==> src/rtl/clk_mode_pkg.sv <==
package clk_mode_pkg;
   // clocking modes chosen by straps
   typedef enum logic [1:0] {MODE_LOCAL, MODE_HOST, MODE_AGENT} clk_mode_t;
   // multiplier encoding: factor times two (2.5 -> 5)
   localparam int FACT_W = 5;
   localparam int CODE_W = 7;
   // register offsets
   localparam logic [7:0] OFF_STATUS = 8'h00;
   localparam logic [7:0] OFF_FACTOR = 8'h04;
   localparam logic [7:0] OFF_TICK   = 8'h08;
   // reset values
   localparam logic [1:0] TICK_SEL_RST = 2'h0;
   // tick sub-steps per input period: ticks laid on a 140-step grid
   // (lcm of 4, 10, 14) so every documented fraction is exact
   localparam int TICK_GRID = 140;
   localparam logic [7:0] T_Q1   = 8'd35;   // 1/4
   localparam logic [7:0] T_HALF = 8'd70;   // 1/2
   localparam logic [7:0] T_Q3   = 8'd105;  // 3/4
   localparam logic [7:0] T_25_2 = 8'd42;   // 3/10
   localparam logic [7:0] T_25_4 = 8'd112;  // 8/10
   localparam logic [7:0] T_35_2 = 8'd40;   // 4/14
   localparam logic [7:0] T_35_4 = 8'd110;  // 11/14
endpackage : clk_mode_pkg

==> src/rtl/mode_table.sv <==
`timescale 1ns/1ps
// combinational lookup from the seven-bit code to factors (all x2)
module mode_table
   import clk_mode_pkg::*;
(
   input  wire clk_mode_t           mode,
   input  wire logic                range_low,   // 1: 25-50 MHz tables
   input  wire logic [CODE_W-1:0]   code,
   output logic      [FACT_W-1:0]   cpm_x2,
   output logic      [FACT_W-1:0]   core_x2,
   output logic      [4:0]          pci_div_x2,
   output logic                     reserved
);
   // default local-bus table
   function automatic logic [9:0] dflt(input logic [2:0] c);
      case (c)
         3'h0: dflt = {5'd6, 5'd8};
         3'h1: dflt = {5'd6, 5'd10};
         3'h2: dflt = {5'd8, 5'd8};
         3'h3: dflt = {5'd8, 5'd10};
         3'h4: dflt = {5'd4, 5'd5};
         3'h5: dflt = {5'd4, 5'd6};
         3'h6: dflt = {5'd5, 5'd5};
         default: dflt = {5'd5, 5'd6};
      endcase
   endfunction : dflt

   // decode; unknown codes are treated as reserved
   always_comb
   begin
      cpm_x2     = 5'd0;
      core_x2    = 5'd0;
      pci_div_x2 = 5'd0;
      reserved   = 1'b0;
      case (mode)
         MODE_LOCAL:
         begin
            if (code[6:3] == 4'h0)
            begin
               {cpm_x2, core_x2} = dflt(code[2:0]);
            end
            else
            begin
               case (code)
                  7'h34: {cpm_x2, core_x2} = {5'd5, 5'd5};
                  7'h3b: {cpm_x2, core_x2} = {5'd6, 5'd6};
                  7'h30: {cpm_x2, core_x2} = {5'd4, 5'd7};
                  7'h31: {cpm_x2, core_x2} = {5'd4, 5'd8};
                  7'h35: {cpm_x2, core_x2} = {5'd5, 5'd6};
                  7'h42: {cpm_x2, core_x2} = {5'd7, 5'd7};
                  7'h43: {cpm_x2, core_x2} = {5'd7, 5'd8};
                  default: reserved = 1'b1;
               endcase
            end
         end
         MODE_HOST:
         begin
            case ({range_low, code})
               8'hc1: {cpm_x2, core_x2, pci_div_x2} = {5'd6, 5'd6, 5'd16};
               8'hc2: {cpm_x2, core_x2, pci_div_x2} = {5'd6, 5'd7, 5'd16};
               8'hc3: {cpm_x2, core_x2, pci_div_x2} = {5'd6, 5'd8, 5'd16};
               8'hd0: {cpm_x2, core_x2, pci_div_x2} = {5'd4, 5'd4, 5'd12};
               8'hd1: {cpm_x2, core_x2, pci_div_x2} = {5'd4, 5'd5, 5'd12};
               8'ha8: {cpm_x2, core_x2, pci_div_x2} = {5'd4, 5'd5, 5'd8};
               8'ha9: {cpm_x2, core_x2, pci_div_x2} = {5'd4, 5'd6, 5'd8};
               8'hb0: {cpm_x2, core_x2, pci_div_x2} = {5'd5, 5'd5, 5'd12};
               8'hb1: {cpm_x2, core_x2, pci_div_x2} = {5'd5, 5'd6, 5'd12};
               default: reserved = 1'b1;
            endcase
         end
         MODE_AGENT:
         begin
            case ({range_low, code})
               8'h21: {cpm_x2, core_x2} = {5'd6, 5'd6};
               8'h28: {cpm_x2, core_x2} = {5'd10, 5'd5};
               8'h39: {cpm_x2, core_x2} = {5'd6, 5'd5};
               8'hf0: {cpm_x2, core_x2} = {5'd10, 5'd5};
               8'hf1: {cpm_x2, core_x2} = {5'd10, 5'd6};
               default: reserved = 1'b1;
            endcase
         end
         default: reserved = 1'b1;
      endcase
   end
endmodule : mode_table

==> src/rtl/reset_clock_mode_decoder.sv <==
`timescale 1ns/1ps
module reset_clock_mode_decoder
   import clk_mode_pkg::*;
(
   input  wire logic        hclk,
   input  wire logic        hresetn,
   input  wire logic        power_on_reset_in,       // high while power-on reset holds
   input  wire logic        host_port_select_strap,
   input  wire logic        agent_select_strap,
   input  wire logic        pci_range_strap,
   input  wire logic [2:0]  mode_strap_pins,
   input  wire logic [3:0]  config_word_mode_upper,
   input  wire logic [1:0]  pattern_tick_select,     // 0..3 picks T1..T4
   input  wire logic        pattern_out_in,
   input  wire logic        sdram_out_in,
   input  wire logic        chip_select_out_in,
   input  wire logic        hsel,
   input  wire logic [31:0] haddr,
   input  wire logic [1:0]  htrans,
   input  wire logic        hwrite,
   input  wire logic [2:0]  hsize,
   input  wire logic [31:0] hwdata,
   input  wire logic        hready,
   output logic      [31:0] hrdata,
   output logic             hreadyout,
   output logic             hresp,
   output logic [1:0]       clock_mode,
   output logic [6:0]       mode_code,
   output logic [4:0]       comms_processor_clock_x2,
   output logic [4:0]       core_pll_x2,
   output logic [4:0]       pci_div_x2,
   output logic             mode_reserved,
   output logic             config_valid,
   output logic             pattern_out,
   output logic             sdram_out,
   output logic             chip_select_out
);
   // all state of the block
   typedef struct packed {
      clk_mode_t   mode;
      logic        range_low;
      logic [6:0]  code;
      logic [4:0]  comms_processor_clock;
      logic [4:0]  core;
      logic [4:0]  div;
      logic        rsvd;
      logic        valid;
      logic        in_por;      // power-on reset seen, waiting for release
      logic [7:0]  phase;       // sub-step within input period
      logic [1:0]  tick_sel;    // software copy of the tick select
      logic        use_sw_sel;
      logic        pat;
      logic        sdr;
      logic        gcs;
      logic        dph;         // data phase pending
      logic        dph_wr;
      logic [7:0]  dph_addr;
      logic [31:0] rdata;
   } state_t;

   state_t st_reg;              // registered state
   state_t st_next;             // next state

   clk_mode_t        sel_mode;  // strap-chosen mode
   logic [6:0]       sel_code;  // live code
   logic [4:0]       tab_cpm;
   logic [4:0]       tab_core;
   logic [4:0]       tab_div;
   logic             tab_rsvd;
   logic [7:0]       t2;
   logic [7:0]       t3;
   logic [7:0]       t4;
   logic [1:0]       eff_sel;   // tick select in use
   logic             on_tick;   // selected tick arrives this step

   // straps pick the clocking mode
   always_comb
   begin
      if (host_port_select_strap)
      begin
         sel_mode = MODE_LOCAL;
      end
      else
      begin
         sel_mode = agent_select_strap ? MODE_AGENT : MODE_HOST;
      end
      sel_code = {config_word_mode_upper, mode_strap_pins};
   end

   mode_table u_table (
      .mode       (sel_mode),
      .range_low  (pci_range_strap),
      .code       (sel_code),
      .cpm_x2     (tab_cpm),
      .core_x2    (tab_core),
      .pci_div_x2 (tab_div),
      .reserved   (tab_rsvd)
   );

   tick_gen u_tick (
      .core_x2 (st_reg.core),
      .t2_pos  (t2),
      .t3_pos  (t3),
      .t4_pos  (t4)
   );

   // tick select: pins unless software has taken over
   always_comb
   begin
      eff_sel = st_reg.use_sw_sel ? st_reg.tick_sel : pattern_tick_select;
      case (eff_sel)
         2'd0: on_tick = (st_reg.phase == 8'd0);
         2'd1: on_tick = (st_reg.phase == t2);
         2'd2: on_tick = (st_reg.phase == t3);
         default: on_tick = (st_reg.phase == t4);
      endcase
   end

   // next-state logic
   always_comb
   begin
      st_next = st_reg;
      // latch configuration only while power-on reset is held
      if (power_on_reset_in)
      begin
         st_next.in_por    = 1'b1;
         st_next.valid     = 1'b0;
         st_next.mode      = sel_mode;
         st_next.range_low = pci_range_strap;
         st_next.code      = sel_code;
         st_next.rsvd      = tab_rsvd;
         // a reserved code programs nothing
         st_next.comms_processor_clock       = tab_rsvd ? 5'd0 : tab_cpm;
         st_next.core      = tab_rsvd ? 5'd0 : tab_core;
         st_next.div       = tab_rsvd ? 5'd0 : tab_div;
      end
      else if (st_reg.in_por)
      begin
         // release: configuration frozen from here on
         st_next.in_por = 1'b0;
         st_next.valid  = ~st_reg.rsvd;
      end
      // sub-period phase: the grid stands for one reference period,
      // bus clocks run at reference rate so no divider is applied
      st_next.phase = (st_reg.phase == 8'(TICK_GRID - 1)) ? 8'd0
                      : 8'(st_reg.phase + 8'd1);
      // pattern machine updates on its chosen tick
      if (on_tick)
      begin
         st_next.pat = pattern_out_in;
      end
      // sdram and chip-select only at the period start (rising edge)
      if (st_reg.phase == 8'd0)
      begin
         st_next.sdr = sdram_out_in;
         st_next.gcs = chip_select_out_in;
      end
      // ahb-lite slave: zero-wait, always okay
      if (st_reg.dph && st_reg.dph_wr && st_reg.dph_addr == OFF_TICK)
      begin
         st_next.tick_sel   = hwdata[1:0];
         st_next.use_sw_sel = hwdata[4];
      end
      if (hready)
      begin
         st_next.dph      = hsel && htrans[1];
         st_next.dph_wr   = hwrite;
         st_next.dph_addr = haddr[7:0];
         case (haddr[7:0])
            OFF_STATUS: st_next.rdata = {22'h0, st_reg.valid, st_reg.rsvd,
                                         st_reg.code, 1'b0};
            OFF_FACTOR: st_next.rdata = {17'h0, st_reg.div, st_reg.core, st_reg.comms_processor_clock};
            OFF_TICK:   st_next.rdata = {27'h0, st_reg.use_sw_sel, 2'h0,
                                         st_reg.tick_sel};
            default:    st_next.rdata = 32'h0;   // unmapped reads as zero
         endcase
      end
   end

   // state register
   always_ff @(posedge hclk or negedge hresetn)
   begin
      if (!hresetn)
      begin
         st_reg <= '0;
      end
      else
      begin
         st_reg <= st_next;
      end
   end

   // outputs straight from flops, hreadyout and hresp tied off
   always_comb
   begin
      hrdata                   = st_reg.rdata;
      hreadyout                = 1'b1;
      hresp                    = 1'b0;
      clock_mode               = st_reg.mode;
      mode_code                = st_reg.code;
      comms_processor_clock_x2 = st_reg.comms_processor_clock;
      core_pll_x2              = st_reg.core;
      pci_div_x2               = st_reg.div;
      mode_reserved            = st_reg.rsvd;
      config_valid             = st_reg.valid;
      pattern_out              = st_reg.pat;
      sdram_out                = st_reg.sdr;
      chip_select_out          = st_reg.gcs;
   end
endmodule : reset_clock_mode_decoder

==> src/rtl/tick_gen.sv <==
`timescale 1ns/1ps
// memory-controller tick positions within one input period, grid of 140
module tick_gen
   import clk_mode_pkg::*;
(
   input  wire logic [FACT_W-1:0] core_x2,
   output logic      [7:0]        t2_pos,
   output logic      [7:0]        t3_pos,
   output logic      [7:0]        t4_pos
);
   // half-integer ratios get their own spacing
   always_comb
   begin
      t3_pos = T_HALF;
      case (core_x2)
         5'd5:
         begin
            t2_pos = T_25_2;
            t4_pos = T_25_4;
         end
         5'd7:
         begin
            t2_pos = T_35_2;
            t4_pos = T_35_4;
         end
         default:
         begin
            t2_pos = T_Q1;
            t4_pos = T_Q3;
         end
      endcase
   end
endmodule : tick_gen

==> config.mk <==
export PLATFORM = sky130hd
export DESIGN_NAME = reset_clock_mode_decoder
export DESIGN_NICKNAME = d
export VERILOG_FILES = /design/src/rtl/clk_mode_pkg.sv /design/src/rtl/mode_table.sv /design/src/rtl/reset_clock_mode_decoder.sv /design/src/rtl/tick_gen.sv
export SDC_FILE = /design/constraint.sdc
export NUM_CORES = 1
export LEC_CHECK = 0
export ABC_AREA = 1
export ABC_CLOCK_PERIOD_IN_PS = 2250
export BUFFER_PORTS_ARGS = -buffer_cell sky130_fd_sc_hd__buf_2
export CAP_MARGIN = 40
export CELL_PAD_IN_SITES_DETAIL_PLACEMENT = 1
export CELL_PAD_IN_SITES_GLOBAL_PLACEMENT = 1
export CORE_ASPECT_RATIO = 1.2
export CORE_MARGIN = 1
export CORE_UTILIZATION = 34
export DETAILED_ROUTE_END_ITERATION = 8
export PLACE_DENSITY = 0.9
export SETUP_SLACK_MARGIN = 0.3
export SLEW_MARGIN = 20
export SYNTH_ARGS = -nofsm -noshare
export SYNTH_HDL_FRONTEND = slang
export SYNTH_SLANG_ARGS = --single-unit
==> constraint.sdc <==
create_clock -name hclk -period 2.25 [get_ports hclk]
set_clock_uncertainty 0.05 [all_clocks]
set_input_delay 0.45 -clock hclk [delete_from_list [all_inputs] [get_ports hclk]]
set_output_delay 0.45 -clock hclk [all_outputs]
set_load 0.05 [all_outputs]
==> run summary, run 1 <==
WS Path Type: reg -> reg
most numerous cell in the Yosys netlist: nand2_1
FF-to-FF End: pattern_out
VDD IR max: 0.414 mV
Pre-antenna DRT Iters: 4
GPL Wtd Cong: 0.873
status: completed
initial core utilization: 34.9%
Routed Antenna Nets: 0
synthesis-to-layout area growth: 17.3%
Unique masters post-synth: 29
post-synthesis cell count: 546
DRC: 0
Avg Inst Size Synth: 7.02 µm²
via count: 3657
Area after DPL: 4020 µm²
Syn. warnings: 0
Die Width: 98.9 µm
WP data arrival: 2.20 ns
flop2flop setup slack: 0.23 ns
initial antenna violation count: 0
max-slew violations: 0
Critical Path Sink Type: flop
startpoint types: flop
Non-Filler Instances: 730
Synth top area share: 39.2%
max FFs per register: 22
vias in the first global route: 3945
Port-buffer cells: 70
dpl hpwl: 8.37 mm
Synth Flop Type: dfrtp_1
global-route wire length before repair: 19.9 mm
clock-pin slew on the worst setup and hold paths: 0.05 ns
worst hold path type: in -> async
WL/cell: 16.5 µm
DR iter-0 viols: 140
later-pin clock latency in the skew report: 0.34 ns
largest net degree at the start of global routing: 28
Setup TNS: 0 ns
largest area contributor in the netlist: dfrtp_1
CTS Root Cell: clkbuf_16
Synth Register Bits: 60
EDFF count, synth: 0
Final Hold Viols: 0
Peak Freq: 0.494 GHz
max_slew headroom: 55.9%
ant diodes: 0
clk buf depth: 2
ratio of cells with drive above 1 in the final layout: 21.4%
synthesized cell area: 3830 µm²
H-tree Lvls: 3
die height: 118 µm
Util after Layout: 40.9%
Max Cap Viol: 0
crit-path max FO: 6
Setup-failing EPs final: 0
Worst Tran Pin Value: 0.661 ns
Area contributors post-synth: dfrtp_1 39%, nand2_1 17%, buf_4 12%
grt total ovfl: 0
CTS Sinks: 60
Final period util: 89.9%
hold buffers post-CTS: 0
Ports: 153
core footprint: 11000 µm²
Tmin final: 2.02 ns
async set-reset flop share out of synthesis: 100%
required time worst endpoint: 2.43 ns
placed insts: 710
post-synthesis sequential area ratio: 39.2%
total track usage: 21.9%
total CTS buffers: 9
Final nets: 689
mean number of vias per cell: 5.01
die area: 11700 µm²
CTS tree: yes
Pleak: 0.00245 µW
Commonest cells post-synth: 170 x nand2_1, 68 x inv_1, 60 x dfrtp_1
routed wire length: 12.1 mm
Rows: 42
ratio of total power to cell area: 762 nW/µm²
RR Startpoint: st_reg[45]
RSZ-0062 raised after global routing: yes
post-route cell area: 4490 µm²
Worst Reg-to-Reg Cells: 14
per-layer routing:
layer	routed length (µm)	track usage (%)	share of wire [%]	up-vias
li1	-	-	-	1728
met1	4820	24.6	40	1792
met2	6420	39.9	53	108
met3	474	3.67	3.9	29
met4	351	10.4	2.9	0
met5	0	0	0	-
stage by stage:
| step | total power, µW | setup WS, ns | hold WS, ns |
|---|---|---|---|
| final | 3420 | 0.227 | 0.0888 |
| after detailed placement | 1760 | 0.0547 | 0.396 |
| after floorplan | 1650 | 0.317 | 0.104 |
| after CTS | 3420 | 0.229 | 0.110 |
| after global placement | 1740 | 0.143 | 0.385 |
| after global routing | 3520 | 0.110 | 0.139 |
cell families after synthesis:
logic type	synth area share, %
AOI/OAI and AO/OA	8.33
xor gates and xnor gates	0.229
adders and majority gates	1.96
buffers and inverters	19.3
DFF	39.2
other	0.196
and+or+nand+nor	30.8
timing repair:
action	4_1_cts	5_1_grt
setup buffers	4	0
gates cloned	0	0
pin swaps	11	11
endpoints found under the setup margin	1	1
resized for setup	22	12
placed cells by master (no fill, tap or decap), types with 3 or more instances in the layout:
cell type,count
buf_6,3
buf_2,70
inv_2,3
nor2_1,40
nand3_1,37
bufinv_16,3
ha_1,3
conb_1,25
clkbuf_16,9
nor3_1,5
inv_1,63
nand3b_1,3
o21ai_0,36
nand4_1,7
nand2_1,162
nand2_2,10
buf_4,8
o22ai_1,11
nor2_2,5
a21oi_1,7
dfrtp_1,59
ha_4,3
worst max-delay path, cell delays in order (launching register included):
cell and delay, ns:
dfrtp_2 0.46, nand2_2 0.11, o21ai_2 0.07, buf_6 0.14, ha_4 0.33, nor2_4 0.06, nand2_2 0.11, buf_6 0.10
nand3_1 0.07, nand2_1 0.07, nand4_1 0.13, nand2_1 0.09, nand2_1 0.05, nand2_1 0.05, inv_1 0.03
report_power, final:
part | leakage [µW] | switching [µW] | internal (µW)
Clock | 0.000167 | 503 | 1080
Sequential | 0.000767 | 43.4 | 1140
Combinational | 0.00152 | 484 | 175
Total | 0.00245 | 1030 | 2390
worst max path at each step:
stage	start	endpoint	cells past startpoint
2_1_floorplan	pattern_tick_select[0]	pattern_out	12
3_3_place_gp	pattern_tick_select[0]	pattern_out	14
3_5_place_dp	pattern_tick_select[1]	pattern_out	14
4_1_cts	st_reg[45]	pattern_out	14
5_1_grt	st_reg[45]	pattern_out	14
6_report	st_reg[45]	pattern_out	14
cell type report:
cell class | instances | area, µm²
clock buffers | 10 | 229
clock inverters | 6 | 113
fillers | 1404 | 6490
inverters | 68 | 260
multi-input cells | 372 | 1760
flip-flops and latches | 60 | 1500
well taps | 132 | 165
repair buffers | 82 | 464
No activity file was read; power rests on OpenSTA's default activity.
==> inputs of run 2 (changes only) <==
- SETUP_SLACK_MARGIN: 0.3 -> 0.4
- SKIP_CTS_REPAIR_TIMING: default -> 1
==> run summary, run 2 (synthesis gave the netlist of run 1 again) <==
status: completed
Final nets: 683
vias in the first global route: 3634
GPL Wtd Cong: 0.886
CTS Sinks: 60
grt total ovfl: 0
later-pin clock latency in the skew report: 0.33 ns
Tmin final: 2.08 ns
largest net degree at the start of global routing: 61
max_slew headroom: 56.1%
Setup-failing EPs final: 0
clk buf depth: 2
DRC: 0
via count: 3572
startpoint types: flop
Critical Path Sink Type: flop
Port-buffer cells: 70
Peak Freq: 0.481 GHz
max-slew violations: 0
dpl hpwl: 8.12 mm
global-route wire length before repair: 18.3 mm
synthesis-to-layout area growth: 15.2%
post-route cell area: 4410 µm²
commonest non-fill, non-tap cell in the layout: nand2_1
Rows: 42
WL/cell: 15.8 µm
Largest stage delay, worst path: 0.47 ns
Die Width: 98.9 µm
Pleak: 0.00240 µW
mean number of vias per cell: 4.95
Routed Antenna Nets: 0
clock-pin slew on the worst setup and hold paths: 0.05 ns
Final period util: 92.4%
Pre-antenna DRT Iters: 5
Worst path most repeated cell: nand2_1
Final Hold Viols: 0
WP data arrival: 2.25 ns
initial antenna violation count: 0
CTS tree: yes
CTS Root Cell: clkbuf_16
H-tree Lvls: 3
total CTS buffers: 9
ratio of total power to cell area: 736 nW/µm²
Critical Path, Cell by Cell: nand2_2 -> o21ai_2 -> buf_6 -> ha_4 -> nand2_1 -> inv_2 -> nand2_2 -> nand2_1 -> nand2_1 -> nand2_1 -> nand4_1 -> nand2_1 -> nand2_1 -> nand2_1 -> inv_1
ant diodes: 0
Setup TNS: 0 ns
initial core utilization: 34.9%
worst hold path type: in -> async
core footprint: 11000 µm²
WS Path Type: reg -> reg
Worst path slowest cell: dfrtp_2
die height: 118 µm
ratio of cells with drive above 1 in the final layout: 20.2%
VDD IR max: 0.378 mV
Area after DPL: 4010 µm²
Worst Tran Pin Value: 0.658 ns
max FFs per register: 22
RSZ-0062 raised after global routing: yes
Ports: 153
DR iter-0 viols: 125
crit-path max FO: 6
total track usage: 19.9%
die area: 11700 µm²
commonest non-fill, non-tap cells in the layout: 163 x nand2_1, 70 x buf_2, 64 x inv_1, 59 x dfrtp_1, 41 x nor2_1
required time worst endpoint: 2.43 ns
Max Cap Viol: 0
Fillers: 1390
hold_ws: 0.0665 ns
routed wire length: 11.4 mm
[run 2: per-layer routing]
layer	vias up	part of all wire, %	GRT usage, %
met2	97	52	35.0
met3	21	3.2	1.95
met4	0	2.4	9.42
met1	1739	42	24.2
li1	1715	-	-
met5	-	0	0
[run 2: path summary, 6_finish.rpt]
kind | start | to | slack (ns) | cells past startpoint
worst max register to register | st_reg[45] | pattern_out | 0.17 | 15
max in group asynchronous | hresetn | st_reg[34] | 1.80 | 2
worst min register to register | st_reg[56] | config_valid | 0.42 | 1
min in group hclk | sdram_out_in | sdram_out | 0.28 | 3
worst min-delay path | hresetn | sdram_out | 0.07 | 2
worst max-delay path | st_reg[45] | pattern_out | 0.17 | 15
[run 2: where the power goes]
group / internal [µW] / total [µW] / switching [µW] / leakage (µW)
Sequential: 1140 / 1180 / 43.8 / 0.000767
Combinational: 162 / 648 / 486 / 0.00149
Clock: 948 / 1420 / 472 / 0.000144
Total: 2250 / 3250 / 1000 / 0.00240
[run 2: final cells by class]
cell class                      instances  area, µm²  area share, %
Sequential cell                        60       1500           34.0
Clock buffer                           10        229           5.19
Clock inverter                          3       65.1           1.47
Multi-Input combinational cell        372       1780           40.4
Timing Repair Buffer                   76        412           9.33
Tap cell                              132        165           3.74
Inverter                               68        258           5.84
[run 2: worst max-delay path, delay by kind of cell (launching register included)]
kind / cells / cell delay [ns]
simple gates: 10 / 0.83
flops: 1 / 0.47
fa+ha+maj: 1 / 0.33
buf+inv: 3 / 0.23
compound gates: 1 / 0.06
[run 2: per-stage QoR]
step,std cells,utilization (%),total power [µW],setup slack (ns)
floorplan,569,-,1650,0.402
global route,721,40.2,3360,0.0525
finish,721,40.2,3250,0.171
CTS,721,39.2,3190,0.0750
global placement,708,36.5,1740,0.151
detailed placement,708,36.5,1760,0.0534
==> inputs of run 3 (changes only) <==
- CORE_UTILIZATION: 34 -> 36
- SYNTH_HIERARCHICAL: default -> 1
==> run summary, run 3 <==
WL/cell: 15.2 µm
via count: 4233
DRC: 0
clock-pin slew on the worst setup and hold paths: 0.06 ns
die height: 127 µm
largest net degree at the start of global routing: 67
GPL Wtd Cong: 0.942
ratio of cells with drive above 1 in the final layout: 27.3%
Port-buffer cells: 76
setup ws final: 0.119 ns
Synth Flop Type: dfrtp_1
Worst path most repeated cell: nand2_1
total CTS buffers: 9
Syn. warnings: 6
die area: 13500 µm²
mean number of vias per cell: 4.74
Area contributors post-synth: dfrtp_1 35%, nand2_1 16%, buf_4 13%
initial antenna violation count: 0
Peak Freq: 0.469 GHz
Critical Path, Cell by Cell: nand2_2 -> o21ai_4 -> ha_4 -> buf_12 -> buf_8 -> buf_4 -> nand3_1 -> nand3_2 -> nand2_1 -> nor2_2 -> nand3_1 -> o21bai_1 -> nand2_1 -> nand2_1
WS Path Type: reg -> reg
ant diodes: 0
synthesis-to-layout area growth: 17.2%
EDFF count, synth: 0
vias in the first global route: 4330
Largest stage delay, worst path: 0.47 ns
Die Width: 106 µm
crit-path max FO: 7
async set-reset flop share out of synthesis: 100%
Final nets: 819
status: completed
Commonest cells post-synth: 196 x nand2_1, 80 x buf_4, 71 x inv_1
max-slew violations: 0
grt total ovfl: 0
hold_ws: 0.0731 ns
later-pin clock latency in the skew report: 0.33 ns
Synth top area share: 35.2%
Place WS: -0.156 ns
Rows: 45
commonest non-fill, non-tap cell in the layout: nand2_1
Ports: 153
Unique masters post-synth: 43
ratio of total power to cell area: 676 nW/µm²
synthesized cell area: 4700 µm²
routed wire length: 13.6 mm
Final period util: 94.7%
WP data arrival: 2.36 ns
largest area contributor in the netlist: dfrtp_1
Pleak: 0.00293 µW
startpoint types: flop
Tmin final: 2.13 ns
CTS Root Cell: clkbuf_16
crit path buf inv count: 3
RR Startpoint: st_reg[45]
post-synthesis cell count: 664
Setup-failing EPs final: 0
DR iter-0 viols: 185
core footprint: 12700 µm²
CTS Sinks: 66
Setup TNS: 0 ns
Final Hold Viols: 0
Pre-antenna DRT Iters: 4
commonest non-fill, non-tap cells in the layout: 189 x nand2_1, 76 x buf_2, 69 x inv_1, 65 x dfrtp_1, 47 x nor2_1
origin of the worst setup path: st_reg[45]
required time worst endpoint: 2.47 ns
VDD IR max: 0.334 mV
Synth Register Bits: 66
Avg Inst Size Synth: 7.08 µm²
most numerous cell in the Yosys netlist: nand2_1
global-route wire length before repair: 21.1 mm
Critical Path Sink Type: flop
clk buf depth: 2
initial core utilization: 37.1%
Max Cap Viol: 0
max FFs per register: 22
worst hold path type: in -> async
Worst path slowest cell: dfrtp_2
CTS tree: yes
Routed Antenna Nets: 0
H-tree Lvls: 3
Top delay family on crit path: simple AND/OR/NAND/NOR gates
dpl hpwl: 9.92 mm
Fillers: 1646
total track usage: 20.1%
post-synthesis sequential area ratio: 35.2%
RSZ-0062 raised after global routing: yes
run 3: layer usage:
| metal | routed length [µm] | part of all wire (%) | GRT usage [%] | vias to the layer above |
|---|---|---|---|---|
| met4 | 324 | 2.4 | 7.19 | 0 |
| met3 | 316 | 2.3 | 2.09 | 24 |
| li1 | - | - | - | 2070 |
| met1 | 5600 | 41 | 23.7 | 2067 |
| met5 | 0 | 0 | 0 | - |
| met2 | 7370 | 54 | 37.4 | 72 |
run 3: worst paths after layout:
kind | endpoint | slack (ns) | cells past startpoint
setup / recovery | pattern_out | 0.12 | 14
hold / removal | hrdata[10] | 0.07 | 2
setup reg to reg | pattern_out | 0.12 | 14
hold reg to reg | config_valid | 0.41 | 1
max in group asynchronous | st_reg[45] | 1.74 | 2
min in group hclk | st_reg[40] | 0.27 | 3
run 3: final cells by class:
cell class / count / area [µm²] / share of cell area (%)
clock buffer: 13 / 270 / 4.91
clock inverter: 3 / 46.3 / 0.841
inverter: 79 / 297 / 5.39
multi-input combinational: 459 / 2340 / 42.5
sequential: 66 / 1650 / 30.0
tap: 164 / 205 / 3.73
timing repair buffer: 109 / 694 / 12.6
run 3: through the flow:
stage	total power, µW	instances	area (µm²)	utilization, %
after floorplan	1930	698	4840	-
after global placement	2060	868	4950	39.1
after detailed placement	2080	868	4950	39.1
after CTS	3570	884	5270	41.6
after global routing	3870	893	5510	43.5
final	3720	893	5510	43.5
run 3: kinds of logic after synthesis:
family	count (synthesis)	synth area share (%)
fa+ha+maj	5	1.33
buf+inv	173	20.8
flops	66	35.2
other cells	5	0.400
xor+xnor	3	0.719
compound gates	65	8.04
simple gates	345	33.1
mux	2	0.479
run 3: where the power goes:
part           internal [µW]  leakage (µW)  switching (µW)
Sequential              1240      0.000845            39.8
Clock                    951      0.000152             536
Combinational            322       0.00194             630
